$ cat config.mk
export PLATFORM = sky130hd
export DESIGN_NAME = bfs_fault_regs
export DESIGN_NICKNAME = d
export VERILOG_FILES = /design/src/bfs_pkg.sv /design/src/bfs_bias_monitor.sv /design/src/bfs_fault_regs.sv
export SDC_FILE = /design/constraint.sdc
export NUM_CORES = 1
export LEC_CHECK = 0
export BUFFER_PORTS_ARGS = -buffer_cell sky130_fd_sc_hd__buf_2
export CAP_MARGIN = 20
export CORE_UTILIZATION = 52
export CTS_CLUSTER_DIAMETER = 200
export DETAILED_ROUTE_END_ITERATION = 10
export GPL_TIMING_DRIVEN = 0
export PLACE_DENSITY = 0.78
export SYNTH_ARGS = -nofsm -noshare
export SYNTH_HDL_FRONTEND = slang
export SYNTH_HIERARCHICAL = 1
export SYNTH_SLANG_ARGS = --single-unit
$ cat constraint.sdc
create_clock -name clk_sys -period 5.2 [get_ports clk_sys]
set_input_delay 0.52 -clock clk_sys [delete_from_list [all_inputs] [get_ports clk_sys]]
set_output_delay 0.52 -clock clk_sys [all_outputs]
set_load 0.1 [all_outputs]
$ cat src/bfs_pkg.sv
// Package: register indices, field positions, reset values and the threshold scale
package bfs_pkg;

   // ---------------------------------------------------------------
   // Bus geometry
   // ---------------------------------------------------------------
   localparam int          ADDR_W           = 10;
   localparam logic [1:0]  RESP_OKAY        = 2'b00;
   localparam logic [1:0]  RESP_DECERR      = 2'b11;

   // ---------------------------------------------------------------
   // Register indices (byte address is four times the index)
   // ---------------------------------------------------------------
   localparam logic [7:0]  IDX_CH1_LATCH    = 8'h2e;
   localparam logic [7:0]  IDX_CH2_LATCH    = 8'h2f;
   localparam logic [7:0]  IDX_MASK_THREE   = 8'h34;
   localparam logic [7:0]  IDX_NEG_OV_LATCH = 8'h36;
   localparam logic [7:0]  IDX_BIAS_LATCH   = 8'h37;
   localparam logic [7:0]  IDX_HIGH_LIMIT   = 8'h38;
   localparam logic [7:0]  IDX_LOW_LIMIT    = 8'h39;

   // ---------------------------------------------------------------
   // Field positions and reset values
   // ---------------------------------------------------------------
   localparam int          POS_NEG_OV_CH1   = 7;
   localparam int          POS_NEG_OV_CH2   = 6;
   localparam int          POS_BIAS_HIGH    = 7;
   localparam int          POS_BIAS_LOW     = 6;
   localparam int          POS_BIAS_OV      = 5;
   localparam int          POS_MASK_LSB     = 3;
   localparam logic [7:0]  HIGH_LIMIT_RST   = 8'hba;
   localparam logic [7:0]  LOW_LIMIT_RST    = 8'h4b;
   localparam logic [4:0]  MASK_THREE_RST   = 5'h00;

   // ---------------------------------------------------------------
   // Threshold scale: code 57 is 0 mA, 540 uA per code above it
   // ---------------------------------------------------------------
   localparam logic [16:0] ZERO_CODE        = 17'h00039;
   localparam logic [16:0] UA_PER_CODE      = 17'h0021c;

   // Threshold code to microamps; codes under zero point give 0
   function automatic logic [16:0] bfs_code_to_ua(input logic [7:0] code);
      logic [16:0] steps;
      steps = 17'(code) - ZERO_CODE;
      if (17'(code) < ZERO_CODE) begin
         return 17'h00000;
      end
      return 17'(steps * UA_PER_CODE);
   endfunction

endpackage

$ cat src/bfs_bias_monitor.sv
// Bias load-current and over-voltage fault detector
module bfs_bias_monitor
   import bfs_pkg::*;
(
   input  wire logic        clk_sys,
   input  wire logic        nrst,
   input  wire logic [16:0] bias_load_ua,
   input  wire logic        bias_ov_raw,
   input  wire logic [7:0]  high_load_current_threshold,
   input  wire logic [7:0]  low_load_current_threshold,
   output logic             high_det,
   output logic             low_det,
   output logic             ov_det
);

   typedef struct packed {
      logic high;
      logic low;
      logic ov;
   } bfs_mon_t;

   bfs_mon_t    mon_reg;
   bfs_mon_t    mon_next;
   logic [16:0] high_ua;
   logic [16:0] low_ua;

   // ---------------------------------------------------------------
   // Compare measured load against both limits
   // ---------------------------------------------------------------
   always_comb begin
      high_ua       = bfs_code_to_ua(high_load_current_threshold);
      low_ua        = bfs_code_to_ua(low_load_current_threshold);
      mon_next      = mon_reg;
      mon_next.high = bias_load_ua > high_ua;
      mon_next.low  = bias_load_ua < low_ua;
      mon_next.ov   = bias_ov_raw;
   end

   // Register detections so the latch sees clean one-clock levels
   always_ff @(posedge clk_sys) begin
      if (!nrst) begin
         mon_reg <= '0;
      end else begin
         mon_reg <= mon_next;
      end
   end

   assign high_det = mon_reg.high;
   assign low_det  = mon_reg.low;
   assign ov_det   = mon_reg.ov;

   // Detection follows comparison with one clock of delay
   high_cmp_a: assert property (@(posedge clk_sys) disable iff (!nrst)
      (bias_load_ua > bfs_code_to_ua(high_load_current_threshold)) |=> high_det)
      else $error("high current not detected");

endmodule // bfs_bias_monitor

$ cat src/bfs_fault_regs.sv
// Bias fault, negative-input over-voltage latches and threshold registers
// Summary of operation
// - Bit 7 latches channel one negative over-voltage
// - Reading channel one latch clears that flag
// - Bit 6 latches channel two negative over-voltage
// - Reading channel two latch clears that flag
// - Bits 5..0 of negative latch read zero
// - Bias latch bit 7 flags high current
// - Bias latch bit 6 flags low current
// - Bias latch bit 5 flags bias over-voltage
// - Bias latch bits 4..0 read zero
// - High limit register, resets to 186
// - High code 57 means 0 mA, 0.54 mA steps
// - Low limit register, resets to 75
// - Low code 57 means 0 mA, 0.54 mA steps
// - Mask bits 5,4,3 suppress bias fault alerts
module bfs_fault_regs
   import bfs_pkg::*;
(
   input  wire logic              clk_sys,
   input  wire logic              nrst,
   // AXI4-Lite slave
   input  wire logic [ADDR_W-1:0] s_axi_awaddr,
   input  wire logic              s_axi_awvalid,
   output logic                   s_axi_awready,
   input  wire logic [31:0]       s_axi_wdata,
   input  wire logic [3:0]        s_axi_wstrb,
   input  wire logic              s_axi_wvalid,
   output logic                   s_axi_wready,
   output logic [1:0]             s_axi_bresp,
   output logic                   s_axi_bvalid,
   input  wire logic              s_axi_bready,
   input  wire logic [ADDR_W-1:0] s_axi_araddr,
   input  wire logic              s_axi_arvalid,
   output logic                   s_axi_arready,
   output logic [31:0]            s_axi_rdata,
   output logic [1:0]             s_axi_rresp,
   output logic                   s_axi_rvalid,
   input  wire logic              s_axi_rready,
   // Fault detection inputs
   input  wire logic              channel_one_negative_input_ov,
   input  wire logic              channel_two_negative_input_ov,
   input  wire logic [16:0]       microphone_bias_output_load_ua,
   input  wire logic              microphone_bias_output_ov,
   // Fault summary after masking
   output logic                   bias_fault_alert
);

   // ---------------------------------------------------------------
   // State
   // ---------------------------------------------------------------
   typedef enum logic [1:0] {
      WS_IDLE = 2'b01,
      WS_RESP = 2'b10
   } bfs_wstate_t;

   typedef struct packed {
      bfs_wstate_t wstate;
      logic        awready;
      logic        wready;
      logic        bvalid;
      logic [1:0]  bresp;
      logic        arready;
      logic        rvalid;
      logic [1:0]  rresp;
      logic [31:0] rdata;
      logic [7:0]  rd_idx;
      logic        aw_got;
      logic        w_got;
      logic [7:0]  wr_idx;
      logic [7:0]  wr_data;
      logic        wr_lane0;
      logic [1:0]  neg_ov;      // [1] channel one, [0] channel two
      logic [2:0]  bias_flt;    // [2] high, [1] low, [0] over-voltage
      logic [7:0]  high_limit;
      logic [7:0]  low_limit;
      logic [4:0]  mask_three;  // mask bits 7..3
      logic        alert;
   } bfs_state_t;

   bfs_state_t st_reg;
   bfs_state_t st_next;
   logic       bias_high_det;
   logic       bias_low_det;
   logic       bias_ov_det;
   logic       ar_hs;
   logic [7:0] ar_idx;
   logic [1:0] neg_clr;
   logic       bias_clr;

   // Map an index onto a register: is it one we answer?
   function automatic logic bfs_mapped(input logic [7:0] idx);
      return (idx == IDX_CH1_LATCH) || (idx == IDX_CH2_LATCH) ||
             (idx == IDX_MASK_THREE) || (idx == IDX_NEG_OV_LATCH) ||
             (idx == IDX_BIAS_LATCH) || (idx == IDX_HIGH_LIMIT) ||
             (idx == IDX_LOW_LIMIT);
   endfunction

   // ---------------------------------------------------------------
   // Bias current and over-voltage detector
   // ---------------------------------------------------------------
   bfs_bias_monitor u_monitor (
      .clk_sys                     (clk_sys),
      .nrst                        (nrst),
      .bias_load_ua                (microphone_bias_output_load_ua),
      .bias_ov_raw                 (microphone_bias_output_ov),
      .high_load_current_threshold (st_reg.high_limit),
      .low_load_current_threshold  (st_reg.low_limit),
      .high_det                    (bias_high_det),
      .low_det                     (bias_low_det),
      .ov_det                      (bias_ov_det)
   );

   // ---------------------------------------------------------------
   // Next-state logic
   // ---------------------------------------------------------------
   always_comb begin
      st_next = st_reg;
      ar_hs   = s_axi_arvalid && st_reg.arready;
      ar_idx  = s_axi_araddr[ADDR_W-1:2];

      // Read channel: one read under way at a time
      if (ar_hs) begin
         st_next.arready = 1'b0;
         st_next.rvalid  = 1'b1;
         st_next.rd_idx  = ar_idx;
         st_next.rresp   = bfs_mapped(ar_idx) ? RESP_OKAY : RESP_DECERR;
         st_next.rdata   = 32'h00000000;
         unique case (ar_idx)
            IDX_MASK_THREE:   st_next.rdata[7:3] = st_reg.mask_three;
            IDX_NEG_OV_LATCH: st_next.rdata[7:6] = st_reg.neg_ov;
            IDX_BIAS_LATCH:   st_next.rdata[7:5] = st_reg.bias_flt;
            IDX_HIGH_LIMIT:   st_next.rdata[7:0] = st_reg.high_limit;
            IDX_LOW_LIMIT:    st_next.rdata[7:0] = st_reg.low_limit;
            default:          st_next.rdata      = 32'h00000000;
         endcase
      end else if (st_reg.rvalid && s_axi_rready) begin
         st_next.rvalid  = 1'b0;
         st_next.arready = 1'b1;
      end else if (!st_reg.rvalid) begin
         st_next.arready = 1'b1;
      end

      // Clear-on-read strobes, taken when the address is accepted
      neg_clr[1] = ar_hs && (ar_idx == IDX_CH1_LATCH);
      neg_clr[0] = ar_hs && (ar_idx == IDX_CH2_LATCH);
      bias_clr   = ar_hs && (ar_idx == IDX_BIAS_LATCH);

      // Latches: a new event in the clearing cycle wins
      st_next.neg_ov[1] = (st_reg.neg_ov[1] && !neg_clr[1]) ||
                          channel_one_negative_input_ov;
      st_next.neg_ov[0] = (st_reg.neg_ov[0] && !neg_clr[0]) ||
                          channel_two_negative_input_ov;
      st_next.bias_flt  = (st_reg.bias_flt & {3{!bias_clr}}) |
                          {bias_high_det, bias_low_det, bias_ov_det};

      // Write channel: address and data taken in either order
      unique case (st_reg.wstate)
         WS_IDLE: begin
            if (s_axi_awvalid && st_reg.awready) begin
               st_next.aw_got = 1'b1;
               st_next.wr_idx = s_axi_awaddr[ADDR_W-1:2];
            end
            if (s_axi_wvalid && st_reg.wready) begin
               st_next.w_got    = 1'b1;
               st_next.wr_data  = s_axi_wdata[7:0];
               st_next.wr_lane0 = s_axi_wstrb[0];
            end
            if (st_reg.aw_got && st_reg.w_got) begin
               st_next.aw_got = 1'b0;
               st_next.w_got  = 1'b0;
               st_next.bvalid = 1'b1;
               st_next.wstate = WS_RESP;
               st_next.bresp  = bfs_mapped(st_reg.wr_idx) ? RESP_OKAY : RESP_DECERR;
               // Read-only and reserved bits ignore the write
               if (st_reg.wr_lane0) begin
                  unique case (st_reg.wr_idx)
                     IDX_HIGH_LIMIT: st_next.high_limit = st_reg.wr_data;
                     IDX_LOW_LIMIT:  st_next.low_limit  = st_reg.wr_data;
                     IDX_MASK_THREE: st_next.mask_three = st_reg.wr_data[7:3];
                     default:        st_next.high_limit = st_reg.high_limit;
                  endcase
               end
            end
            st_next.awready = !st_next.aw_got && (st_next.wstate == WS_IDLE);
            st_next.wready  = !st_next.w_got && (st_next.wstate == WS_IDLE);
         end
         WS_RESP: begin
            st_next.awready = 1'b0;
            st_next.wready  = 1'b0;
            if (s_axi_bready) begin
               st_next.bvalid  = 1'b0;
               st_next.wstate  = WS_IDLE;
               st_next.awready = 1'b1;
               st_next.wready  = 1'b1;
            end
         end
         default: begin
            st_next.wstate = WS_IDLE;
         end
      endcase

      // Alert: unmasked bias faults, plus negative over-voltage unless mask bit 6 is set
      st_next.alert = |(st_reg.bias_flt & ~st_reg.mask_three[2:0]) ||
                      (|st_reg.neg_ov && !st_reg.mask_three[POS_MASK_LSB]);
   end

   // ---------------------------------------------------------------
   // State register
   // ---------------------------------------------------------------
   always_ff @(posedge clk_sys) begin
      if (!nrst) begin
         st_reg            <= '0;
         st_reg.wstate     <= WS_IDLE;
         st_reg.bresp      <= RESP_OKAY;
         st_reg.rresp      <= RESP_OKAY;
         st_reg.high_limit <= HIGH_LIMIT_RST;
         st_reg.low_limit  <= LOW_LIMIT_RST;
         st_reg.mask_three <= MASK_THREE_RST;
      end else begin
         st_reg <= st_next;
      end
   end

   // ---------------------------------------------------------------
   // Outputs, all straight from the state register
   // ---------------------------------------------------------------
   assign s_axi_awready    = st_reg.awready;
   assign s_axi_wready     = st_reg.wready;
   assign s_axi_bvalid     = st_reg.bvalid;
   assign s_axi_bresp      = st_reg.bresp;
   assign s_axi_arready    = st_reg.arready;
   assign s_axi_rvalid     = st_reg.rvalid;
   assign s_axi_rresp      = st_reg.rresp;
   assign s_axi_rdata      = st_reg.rdata;
   assign bias_fault_alert = st_reg.alert;

   // ---------------------------------------------------------------
   // Checks
   // ---------------------------------------------------------------
   neg_one_set_a: assert property (@(posedge clk_sys) disable iff (!nrst)
      channel_one_negative_input_ov |=> st_reg.neg_ov[1])
      else $error("channel one negative over-voltage not latched");

   neg_one_clear_a: assert property (@(posedge clk_sys) disable iff (!nrst)
      (ar_hs && ar_idx == IDX_CH1_LATCH && !channel_one_negative_input_ov)
      |=> !st_reg.neg_ov[1])
      else $error("channel one flag not cleared by read");

   neg_two_set_a: assert property (@(posedge clk_sys) disable iff (!nrst)
      channel_two_negative_input_ov |=> st_reg.neg_ov[0])
      else $error("channel two negative over-voltage not latched");

   neg_two_clear_a: assert property (@(posedge clk_sys) disable iff (!nrst)
      (ar_hs && ar_idx == IDX_CH2_LATCH && !channel_two_negative_input_ov)
      |=> !st_reg.neg_ov[0])
      else $error("channel two flag not cleared by read");

   rsvd_read_a: assert property (@(posedge clk_sys) disable iff (!nrst)
      (s_axi_rvalid && (st_reg.rd_idx == IDX_NEG_OV_LATCH || st_reg.rd_idx == IDX_BIAS_LATCH))
      |-> (s_axi_rdata[31:8] == 24'h000000 && s_axi_rdata[4:0] == 5'h00 &&
           (st_reg.rd_idx != IDX_NEG_OV_LATCH || s_axi_rdata[5] == 1'b0)))
      else $error("reserved bits of latch read nonzero");

   bias_hold_a: assert property (@(posedge clk_sys) disable iff (!nrst)
      (bias_high_det && !bias_clr) ##1 !bias_clr |=> st_reg.bias_flt[2])
      else $error("high current fault not held");

   bias_clear_a: assert property (@(posedge clk_sys) disable iff (!nrst)
      (bias_clr && !bias_high_det && !bias_low_det && !bias_ov_det)
      |=> st_reg.bias_flt == 3'b000)
      else $error("bias latch not cleared by read");

   limit_reset_a: assert property (@(posedge clk_sys)
      !nrst |=> (st_reg.high_limit == HIGH_LIMIT_RST && st_reg.low_limit == LOW_LIMIT_RST))
      else $error("threshold reset value wrong");

   alert_mask_a: assert property (@(posedge clk_sys) disable iff (!nrst)
      (st_reg.mask_three[2:0] == 3'b111 && st_reg.neg_ov == 2'b00) |=> !bias_fault_alert)
      else $error("masked bias fault raised alert");

endmodule // bfs_fault_regs

==> metrics.md, run 1 <==
| Metric | Value |
|---|---|
| Worst-path clk slew | `50 ps` |
| H-tree levels | `3` |
| Area of the multi-input gates | `4840 um^2` |
| Final setup margin | `192 ps` |
| Final period demand of the worst path | `5010 ps` |
| Sequential fraction of the synthesis area | `0.197` |
| DRT Wirelength | `15,400 um` |
| Num CTS Buffers | `9` |
| Top achievable clock speed | `200 MHz` |
| GRT Total Usage | `0.235` |
| Pleak | `4.05 nW` |
| Crit-path max FO | `6` |
| Post-synth top cells | `inv_1 (126), ha_1 (107), nand2_1 (95)` |
| Root Driver | `clkbuf_16` |
| Worst r2r path cells | `22` |
| Critical-path cell list | `inv_1, ha_2, a21boi_1, xor2_1, buf_4, ha_1, ha_1, inv_1, fa_1, inv_1, ha_1, nor2b_1, o31a_1, o31a_1, o21ai_1, xnor2_1, nand2_1, ha_1, and4_4, nand4_1, o31ai_2, a21oi_1` |
| Dpl cells | `1,089` |
| Worst skew pair latency | `330 ps` |
| First-pass GRT wire length | `25,100 um` |
| Ports | `125` |
| Die Ht | `115 um` |
| Diodes inserted | `0` |
| Util after Layout | `0.639` |
| FF+latch count, synth | `66` |
| CTS Sinks | `66` |
| Final Hold Viols | `0` |
| Failing checks | `design-rule violations` |
| CTS tree | `yes` |
| Vias in the first global route | `5,568` |
| Most used cell, CP | `ha_1` |
| Area Growth Syn to Fin | `20.0%` |
| Hold Buf Count CTS | `0` |
| Layout cells sized above 1 | `0.209` |
| Register area | `1330 um^2` |
| Least-Margin Pin Slew | `728 ps` |
| Tcrit/Tclk final | `0.963` |
| Final ANT Viol Nets | `0` |
| CORE AREA | `12,600 um^2` |
| CP peak stage delay | `540 ps` |
| Most frequent cell after synthesis | `inv_1` |
| Critical path required time | `5410 ps` |
| Most area-hungry cell type in the Yosys netlist | `ha_1` |
| DP HPWL | `12,100 um` |
| Number of DRC markers in iteration 0 | `318` |
| Crit path launch type | `flop` |
| Pin count of the biggest net entering global routing | `12` |
| Synthesized cell area | `6690 um^2` |
| Clock tree buffer depth | `2` |
| # setup viols final | `0` |
| Vias | `5,850` |
| Remaining Overflow, GRT | `0` |
| # rows | `41` |
| Asr flop ratio synth | `0` |
| Gate Count Post-Synth | `827` |
| Final clock skew | `4.94 ps` |
| Critical-path top delay cell | `fa_1` |
| Initial Util | `0.532` |
| Gpl congestion | `0.865` |
| Mapped Avg Cell Area | `8.09 um^2` |
| Main area contributors after synthesis | `ha_1 (20%), dfxtp_1 (20%), fa_1 (7.8%), inv_1 (7.1%), nand2_1 (5.3%)` |
| Drt drc | `2` |
| Filler cell count | `1,067` |
| Post-synthesis cell type count | `65` |
| Worst EP arrival | `5210 ps` |
| Post-synth EDFFs | `0` |
| Tightest Hold Check Type | `primary input to flop` |
| Reg2reg start | `st_reg[14]$_SDFFE_PN0P_` |
| Die width | `115 um` |
| Synth Flop Type | `dfxtp_1` |
| CP Class | `flop to flop` |
| Fin. max-slew vios | `0` |
| Maxcap violations | `0` |
| Non-Filler Instances | `1,121` |
| Port-buffer cells | `67` |
| Wire length per cell | `13.8 um` |
| Hold endpoint | `st_reg[25]$_SDFF_PN0_` |
| Status | `finished, violations left` |
| Worst VDD drop | `0.385 mV` |
| Worst r2r dst | `u_monitor/high_det$_SDFF_PN0_` |
| Reg-to-reg slack, setup | `190 ps` |
| Flip-flop count of the largest register after layout | `47` |
| Pre-CTS setup slack | `-545 ps` |
| Initial antenna violation count | `0` |
| WHS Path Cells | `2` |
| Worst Min Path Start | `channel_two_negative_input_ov` |
| Worst setup EP type | `flop` |
| Final net count | `1,160` |
| P per Cell Area | `215 nW/um^2` |
| Rel. slew slack | `0.511` |
| Drt via density | `5.22` |
| Synth warn | `6` |
| Full die area | `13,300 um^2` |
| Top cell type's share of synthesized area | `0.200` |
| Drt first pass iters | `8` |
[final cells by class]
type / count / area share
Buffer: 54 / 0.0446
Clock buffer: 10 / 0.0285
Sequential cell: 66 / 0.166
Tap cell: 172 / 0.0268
Multi-Input combinational cell: 600 / 0.603
Timing Repair Buffer: 83 / 0.0567
Inverter: 130 / 0.0608
Clock inverter: 6 / 0.0131
[what timing repair did]
| item | CTS | global route |
|---|---|---|
| hold endpoints to repair | 0 | 0 |
| setup endpoints to repair | 2 | 2 |
| resized for setup | 22 | 40 |
| pin swaps | 11 | 18 |
| buffers inserted | 7 | 9 |
[stage by stage]
step	setup TNS [ps]	hold WS (ps)	cell area, um^2	power, mW
final	0	401	8030	1.72
after global routing	-80.4	404	8030	1.80
after CTS	0	400	7770	1.72
after detailed placement	-1010	430	7330	1.05
after global placement	-864	426	7330	1.04
after floorplan	0	418	6780	0.960
[layout by cell type (no fill, tap or decap), types with 12 or more instances in the layout]
master,count
inv_1,120
clkbuf_1,15
fa_1,26
nand3_1,17
buf_4,53
xnor2_1,19
conb_1,24
ha_1,99
buf_2,68
mux2i_1,25
dfxtp_1,60
o21ai_0,12
a21oi_1,50
nor2_1,52
o21a_1,14
nand2_1,94
o21ai_1,16
[power breakdown]
group / internal, mW / leakage [nW] / switching, mW
Sequential: 0.552 / 0.538 / 0.0421
Combinational: 0.122 / 3.34 / 0.330
Clock: 0.465 / 0.166 / 0.214
[how the worst max path moves through the flow]
stage,startpoint,endpoint
final,st_reg[14]$_SDFFE_PN0P_,u_monitor/high_det$_SDFF_PN0_
after global routing,st_reg[6]$_SDFFE_PN1P_,u_monitor/low_det$_SDFF_PN0_
after CTS,st_reg[16]$_SDFFE_PN0P_,u_monitor/high_det$_SDFF_PN0_
after detailed placement,st_reg[8]$_SDFFE_PN0P_,u_monitor/low_det$_SDFF_PN0_
after global placement,st_reg[8]$_SDFFE_PN0P_,u_monitor/low_det$_SDFF_PN0_
after floorplan,st_reg[14]$_SDFFE_PN0P_,u_monitor/high_det$_SDFF_PN0_
[routing by layer]
layer	vias up	global-route usage	part of all wire
met5	-	0	0
met4	0	0.0719	0.025
met3	39	0.0413	0.044
met2	138	0.420	0.50
met1	2734	0.287	0.43
li1	2939	-	-
[kinds of logic (layout without fill, tap and decap cells)]
family,count (synthesis),in the layout,share of synthesized area
other,1,24,0.000560
adder cells (fa/ha/maj),133,133,0.278
flip-flops,66,66,0.197
buffers and inverters,184,283,0.125
AO/OA/AOI/OAI,155,155,0.151
multiplexers,27,27,0.0408
AND/OR/NAND/NOR,227,227,0.162
XOR/XNOR,34,34,0.0456
[worst max-delay path: cells and delay by family (launching register included)]
family	cells	cell delay [ps]
AND/OR/NAND/NOR	4	570
buffers and inverters	4	380
XOR/XNOR	2	410
flip-flops	1	400
adder cells (fa/ha/maj)	6	1900
AO/OA/AOI/OAI	6	1200
Note: power is estimated with default switching activity, not from simulation.
==> run 2, diff against run 1 <==
--- a/config.mk
+++ b/config.mk
@@ -5,6 +5,7 @@
 export SDC_FILE = /design/constraint.sdc
 export NUM_CORES = 1
 export LEC_CHECK = 0
+export ABC_AREA = 1
 export BUFFER_PORTS_ARGS = -buffer_cell sky130_fd_sc_hd__buf_2
 export CAP_MARGIN = 20
 export CORE_UTILIZATION = 52
==> run 2 against run 1 <==
The flow now finishes without violations. Sequential share of layout area is 0.10 points lower. Worst hold slack lost 26 ps. Routed wire length fell by 0.64%. Clock power down 20%. Cell count is 16% higher. Clock-buffer cell count grew 2. Global-route usage decreased by 0.65 points. First-iteration DRC count increased by 25%. Synthesized cell count up 23%. Area after synthesis up 5.0%. Register-to-register slack improved by 120 ps. Utilization decreased by 3.1 points. Critical path type unchanged. Critical endpoint is now u_monitor/low_det$_SDFF_PN0_.
==> metrics.md, run 2 <==
| Metric | Value |
|---|---|
| Reg-to-reg slack, setup | `310 ps (+120 ps)` |
| Flip-flop count of the largest register after layout | `47 (unchanged)` |
| Mapped Avg Cell Area | `6.90 um^2 (-15%)` |
| Worst Min Path Start | `microphone_bias_output_ov` |
| CORE AREA | `13,200 um^2 (+4.9%)` |
| Most frequent cells in the layout | `inv_1 (212), nand2_1 (179), ha_1 (107)` |
| Most area-hungry cell type in the Yosys netlist | `ha_1` |
| Remaining Overflow, GRT | `0 (unchanged)` |
| Final clock skew | `5.53 ps (+0.595 ps)` |
| M1 GR Usage | `0.286 (-0.000542)` |
| # setup viols final | `0 (unchanged)` |
| Gate Count Post-Synth | `1,018 (+23%)` |
| Final net count | `1,339 (+15%)` |
| Post-synth top cells | `inv_1 (212), nand2_1 (180), ha_1 (107)` |
| Met2 GRT Util | `0.406 (-0.0140)` |
| Critical path required time | `5440 ps (+30 ps)` |
| Vias | `6,372 (+8.9%)` |
| Final Hold Viols | `0 (unchanged)` |
| Crit-path max FO | `10 (+4)` |
| Worst setup EP type | `flop` |
| RSZ-0062 raised after global routing | `no` |
| Worst r2r path cells | `24 (+9.1%)` |
| Number of DRC markers in iteration 0 | `396 (+25%)` |
| WHS Path Cells | `3 (+1)` |
| DRT Wirelength | `15,300 um (-0.64%)` |
| Asr flop ratio synth | `0 (unchanged)` |
| Synth warn | `6 (unchanged)` |
| Fin. max-slew vios | `0 (unchanged)` |
| Worst VDD drop | `0.359 mV (-6.9%)` |
| H-tree levels | `3 (unchanged)` |
| CP Class | `flop to flop` |
| Setup tns final | `0 ps (unchanged)` |
| Rel. slew slack | `0.604 (+0.0929)` |
| Least-Margin Pin Slew | `594 ps (-134 ps)` |
| CTS tree | `yes` |
| Status | `finished clean` |
| Num CTS Buffers | `9 (unchanged)` |
| P per Cell Area | `200 nW/um^2 (-6.9%)` |
| Die Ht | `118 um (+2.4%)` |
| Most frequent cell after synthesis | `inv_1` |
| M3 GR Usage | `0.0261 (-0.0153)` |
| Final period demand of the worst path | `4890 ps (-119 ps)` |
| Hold Buf Count CTS | `0 (unchanged)` |
| Initial antenna violation count | `0 (unchanged)` |
| Worst-path clk slew | `50 ps (about the same)` |
| Area Growth Syn to Fin | `14.1%` |
| Full die area | `14,000 um^2 (+4.9%)` |
| Pleak | `4.51 nW (+11%)` |
| Crit path launch type | `flop` |
| Tightest Hold Check Type | `primary input to flop` |
| Final ANT Viol Nets | `0 (unchanged)` |
| Die width | `118 um (+2.4%)` |
| Port-buffer cells | `69 (+3.0%)` |
| Worst r2r dst | `u_monitor/low_det$_SDFF_PN0_` |
| Main area contributors after synthesis | `ha_1 (19%), dfxtp_1 (19%), inv_1 (11%), nand2_1 (9.6%), fa_1 (7.4%)` |
| CTS Sinks | `66 (unchanged)` |
| Post-synthesis cell type count | `44 (-32%)` |
| Initial Util | `0.533 (about the same)` |
| Gpl congestion | `0.859 (-0.69%)` |
| Ports | `125 (unchanged)` |
| Sequential fraction of the synthesis area | `0.188 (-0.00936)` |
| Post-synth EDFFs | `0 (unchanged)` |
| Maxcap violations | `0 (unchanged)` |
| Synth Flop Type | `dfxtp_1` |
| Reg2reg start | `st_reg[8]$_SDFFE_PN0P_` |
| Util after Layout | `0.608 (-0.0309)` |
| Drt first pass iters | `5 (-3)` |
| Drt via density | `4.89 (-6.3%)` |
| GR peak layer | `met2` |
| Layout cells sized above 1 | `0.155 (-0.0534)` |
| Worst skew pair latency | `330 ps (about the same)` |
| Hold endpoint | `u_monitor/ov_det$_SDFF_PN0_` |
| GRT Total Usage | `0.228 (-0.00652)` |
| Drt drc | `0 (-2)` |
| Root Driver | `clkbuf_16` |
| Vias in the first global route | `5,953 (+6.9%)` |
| Tcrit/Tclk final | `0.940 (-0.0229)` |
| Most common cell after layout, fill and taps aside | `inv_1` |
| Wire length per cell | `11.8 um (-15%)` |
| Top achievable clock speed | `205 MHz (+2.4%)` |
| Synthesized cell area | `7020 um^2 (+5.0%)` |
| First-pass GRT wire length | `26,200 um (+4.4%)` |
| FF+latch count, synth | `66 (unchanged)` |
| Worst EP arrival | `5130 ps (-80 ps)` |
| Pin count of the biggest net entering global routing | `11 (-1)` |
| Diodes inserted | `0 (unchanged)` |
| # rows | `42 (+2.4%)` |
| Top cell type's share of synthesized area | `0.191 (-0.00948)` |
| DP HPWL | `12,800 um (+5.7%)` |
| Hold WS | `375 ps (-26.2 ps)` |
| Clock tree buffer depth | `2 (unchanged)` |
run 2: cell types whose count changed in the layout (fill, tap and decap cells not counted), moves of 12 or more:
cell,previous run,this run
xnor2_1,19,4
nand3_1,17,79
buf_4,53,41
nor2_1,52,80
mux2i_1,25,0
o21ai_0,12,50
nand2_1,94,179
o21ai_1,16,3
a21oi_1,50,69
inv_1,120,212
run 2: how the worst max path moves through the flow:
stage                                      start                            to  cells past startpoint
after floorplan           st_reg[6]$_SDFFE_PN1P_  u_monitor/low_det$_SDFF_PN0_                     23
after global placement    st_reg[6]$_SDFFE_PN1P_  u_monitor/low_det$_SDFF_PN0_                     23
after detailed placement  st_reg[6]$_SDFFE_PN1P_  u_monitor/low_det$_SDFF_PN0_                     23
after CTS                 st_reg[6]$_SDFFE_PN1P_  u_monitor/low_det$_SDFF_PN0_                     23
after global routing      st_reg[8]$_SDFFE_PN0P_  u_monitor/low_det$_SDFF_PN0_                     25
final                     st_reg[8]$_SDFFE_PN0P_  u_monitor/low_det$_SDFF_PN0_                     24
run 2: cell families after synthesis:
family,count (synthesis),share of synthesized area
fa+ha+maj,133,0.265
xor+xnor,15,0.0198
buf+inv,265,0.163
compound gates,152,0.120
flops,66,0.188
simple gates,386,0.244
other cells,1,0.000534
run 2: power breakdown:
part | switching (mW) | internal (mW)
logic | 0.330 | 0.112
clock network | 0.202 | 0.343
registers | 0.0500 | 0.566
run 2: worst max-delay path: stages (launching register included):
cell and delay, ps:
dfxtp_1 390, inv_1 100, ha_1 180, nand2_1 120, nand2_1 120, nand2_4 130
buf_4 200, nand2_1 130, ha_1 330, inv_1 60, fa_1 510, fa_1 550
inv_1 50, ha_1 340, nand2_1 120, inv_1 50, nand2_1 70, nand3_1 130
a21boi_0 170, o21ai_0 150, ha_1 320, a21oi_1 160, o21a_1 140, o211ai_1 90
a21oi_2 210
run 2: area by class of cell:
type	instances	area, um^2
fill	1249	5170
multi-input combinational	710	4690
sequential	66	1320
inverter	215	807
timing repair buffer	71	360
buffer	50	343
clock buffer	12	256
tap	176	220
clock inverter	3	15.0
run 2: per-layer routing:
| metal | routed length (um) | vias to the layer above |
|---|---|---|
| li1 | - | 3369 |
| met2 | 7420 | 133 |
| met4 | 276 | 0 |
| met5 | 0 | - |
| met1 | 7130 | 2850 |
| met3 | 507 | 20 |
run 2: through the flow:
stage                     worst slack, ps  instance area, um^2  power, mW  cells
after floorplan                       680                 7110      0.972   1041
after global placement               -125                 7680       1.06   1286
after detailed placement             -163                 7680       1.06   1286
after CTS                            84.9                 7970       1.61   1302
after global routing                 9.33                 8020       1.68   1303
final                                 311                 8020       1.60   1303
run 2: what timing repair did:
action                                  4_1_cts  5_1_grt
setup buffers                                 1        1
resized for setup                             2       13
endpoints found under the setup margin        2        2
pin swaps                                     1        1
==> run 3, diff against run 2 <==
==> constraint.sdc (replaced) <==
create_clock -name clk_sys -period 4.25 [get_ports clk_sys]
set_input_delay 0.425 -clock clk_sys [delete_from_list [all_inputs] [get_ports clk_sys]]
set_output_delay 0.425 -clock clk_sys [all_outputs]
set_load 0.1 [all_outputs]
==> run 3 against run 2 <==
The run now ends with negative setup slack left. Critical path depth shrank 1. Clock skew about the same. Routed wire length up 26%. Clock power increased by 36%. Clock-buffer cell count fell by 1. Sequential cell count did not move. Highest routed layer unchanged.
==> metrics.md, run 3 (synthesized netlist as in run 2, its figures left out) <==
| Metric | Value |
|---|---|
| Status | `finished, violations left` |
| Failing checks | `negative setup slack` |
| Most common cell after layout, fill and taps aside | `inv_1` |
| Tcrit/Tclk final | `1.05 (+0.107)` |
| Worst EP arrival | `4640 ps (-490 ps)` |
| Pwr Total | `2.05 mW (+28%)` |
| Root Driver | `clkbuf_16` |
| Fin. max-slew vios | `0 (unchanged)` |
| Ports | `125 (unchanged)` |
| H-tree levels | `3 (unchanged)` |
| Maxcap violations | `0 (unchanged)` |
| Setup tns final | `-274 ps (-274 ps)` |
| Crit path launch type | `flop` |
| Wire length per cell | `14.4 um (+22%)` |
| Crit-path max FO | `4 (-6)` |
| # rows | `42 (unchanged)` |
| Initial antenna violation count | `0 (unchanged)` |
| Worst setup EP type | `flop` |
| CP peak stage delay | `470 ps (-80 ps)` |
| GRT Total Usage | `0.255 (+0.0268)` |
| WP buf/inv | `6 (+1)` |
| Initial Util | `0.533 (unchanged)` |
| Full die area | `14,000 um^2 (unchanged)` |
| Num CTS Buffers | `9 (unchanged)` |
| Util after Layout | `0.706 (+0.0981)` |
| Final period demand of the worst path | `4450 ps (-439 ps)` |
| Pin count of the biggest net entering global routing | `12 (+1)` |
| Area of the multi-input gates | `5590 um^2 (+19%)` |
| RSZ-0062 raised after global routing | `yes` |
| Rel. slew slack | `0.635 (+0.0314)` |
| Worst VDD drop | `0.470 mV (+31%)` |
| Drt via density | `5.19 (+6.2%)` |
| Vias | `6,985 (+9.6%)` |
| Most frequent cells in the layout | `inv_1 (187), nand2_1 (157), buf_4 (80)` |
| Sw Pwr | `732 uW (+26%)` |
| Critical-path cell list | `inv_4, ha_4, inv_2, nor2_4, nor2_4, inv_1, ha_1, ha_1, inv_1, fa_1, inv_1, ha_1, inv_1, fa_2, o21ai_4, a21oi_2, or2_2, nand3_1, ha_1, nand2_2, o21ai_0, a21oi_1, a21oi_4` |
| Drt first pass iters | `6 (+1)` |
| Final Hold Viols | `0 (unchanged)` |
| Cell internal pwr | `1.32 mW (+29%)` |
| Placed inst area | `7710 um^2 (+0.51%)` |
| Worst skew pair latency | `330 ps (about the same)` |
| DP HPWL | `12,900 um (+0.48%)` |
| CTS Sinks | `66 (unchanged)` |
| CTS tree | `yes` |
| Final clock skew | `5.93 ps (+0.402 ps)` |
| Final net count | `1,380 (+3.1%)` |
| Area Growth Syn to Fin | `32.6%` |
| Critical path required time | `4440 ps (-1000 ps)` |
| Tightest Hold Check Type | `primary input to flop` |
| Worst-path clk slew | `50 ps (about the same)` |
| Least-Margin Pin Slew | `547 ps (-47.1 ps)` |
| Die Ht | `118 um (unchanged)` |
| Drt drc | `0 (unchanged)` |
| CORE AREA | `13,200 um^2 (unchanged)` |
| Flip-flop count of the largest register after layout | `47 (unchanged)` |
| Vias in the first global route | `6,582 (+11%)` |
| DRT Wirelength | `19,300 um (+26%)` |
| Die width | `118 um (unchanged)` |
| Port-buffer cells | `69 (unchanged)` |
| CP Class | `flop to flop` |
| Clk pwr share | `0.362 (+0.022)` |
| Sequential share of power | `0.366 (-0.018)` |
| Register area | `1350 um^2 (+2.1%)` |
| Critical-path top delay cell | `fa_1` |
| Final ANT Viol Nets | `0 (unchanged)` |
| Gate power share | `0.271 (-0.005)` |
| Final setup margin | `-199 ps (-511 ps)` |
| P per Cell Area | `220 nW/um^2 (+9.9%)` |
| First-pass GRT wire length | `29,100 um (+11%)` |
| Remaining Overflow, GRT | `0 (unchanged)` |
| Layout cells sized above 1 | `0.315 (+0.160)` |
| Sw Ratio | `0.358 (-0.00549)` |
| Filler cell count | `1,010 (-19%)` |
| Clock tree buffer depth | `2 (unchanged)` |
| Pleak | `4.77 nW (+5.7%)` |
| Top achievable clock speed | `225 MHz (+9.9%)` |
| Post-route cell area | `9310 um^2 (+16%)` |
| Gpl congestion | `0.884 (+2.9%)` |
| Critical path's top delay family | `adder cells` |
| # setup viols final | `2 (+2)` |
| Number of DRC markers in iteration 0 | `421 (+6.3%)` |
| Diodes inserted | `0 (unchanged)` |
==> run 3: final timing paths <==
path                                   endpoint                        start  slack (ps)  cells after the start
setup reg to reg  u_monitor/high_det$_SDFF_PN0_      st_reg[15]$_SDFFE_PN1P_        -200                     23
hold reg to reg           st_reg[22]$_SDFF_PN0_  u_monitor/ov_det$_SDFF_PN0_         430                      2
hold / removal      u_monitor/ov_det$_SDFF_PN0_    microphone_bias_output_ov         280                      3
setup / recovery  u_monitor/high_det$_SDFF_PN0_      st_reg[15]$_SDFFE_PN1P_        -200                     23
==> run 3: what timing repair did <==
action | in CTS | in global routing
hold endpoints to repair | 0 | 0
hold buffers | 0 | 0
resized for setup | 123 | 93
cloned | 0 | 0
setup endpoints to repair | 2 | 2
pin swaps | 59 | 79
setup buffers | 30 | 14
==> run 3: layer usage <==
layer,part of all wire,track usage,up-vias
li1,-,-,3454
met1,0.41,0.301,3208
met2,0.50,0.466,260
met3,0.050,0.0323,63
met4,0.036,0.0994,0
met5,0,0,-
==> run 3: stage by stage <==
step                      std cells  hold slack [ps]  setup WS, ps
final                          1345              279          -199
after global routing           1345              296          -377
after CTS                      1332              269          2.34
after detailed placement       1286              429          -812
after global placement         1286              422          -742
after floorplan                1041              413         -7.96
==> run 3: tightest hold or removal path, stage by stage <==
cell	delay [ps]
buf_2	70
nand2_1	40
inv_1	40
==> run 3: layout make-up <==
| type | count | area share |
|---|---|---|
| multi-input combinational | 710 | 0.600 |
| inverter | 215 | 0.0888 |
| buffer | 49 | 0.0360 |
| tap | 176 | 0.0236 |
| clock inverter | 5 | 0.00564 |
| clock buffer | 11 | 0.0271 |
| timing repair buffer | 113 | 0.0734 |
| sequential | 66 | 0.145 |
==> run 3: power groups by stage <==
stage	Sequential (mW)	Clock, mW	Combinational [mW]
floorplan	0.829	0	0.360
global placement	0.762	0	0.530
detailed placement	0.763	0	0.538
CTS	0.749	0.749	0.544
global route	0.758	0.778	0.606
finish	0.750	0.742	0.555
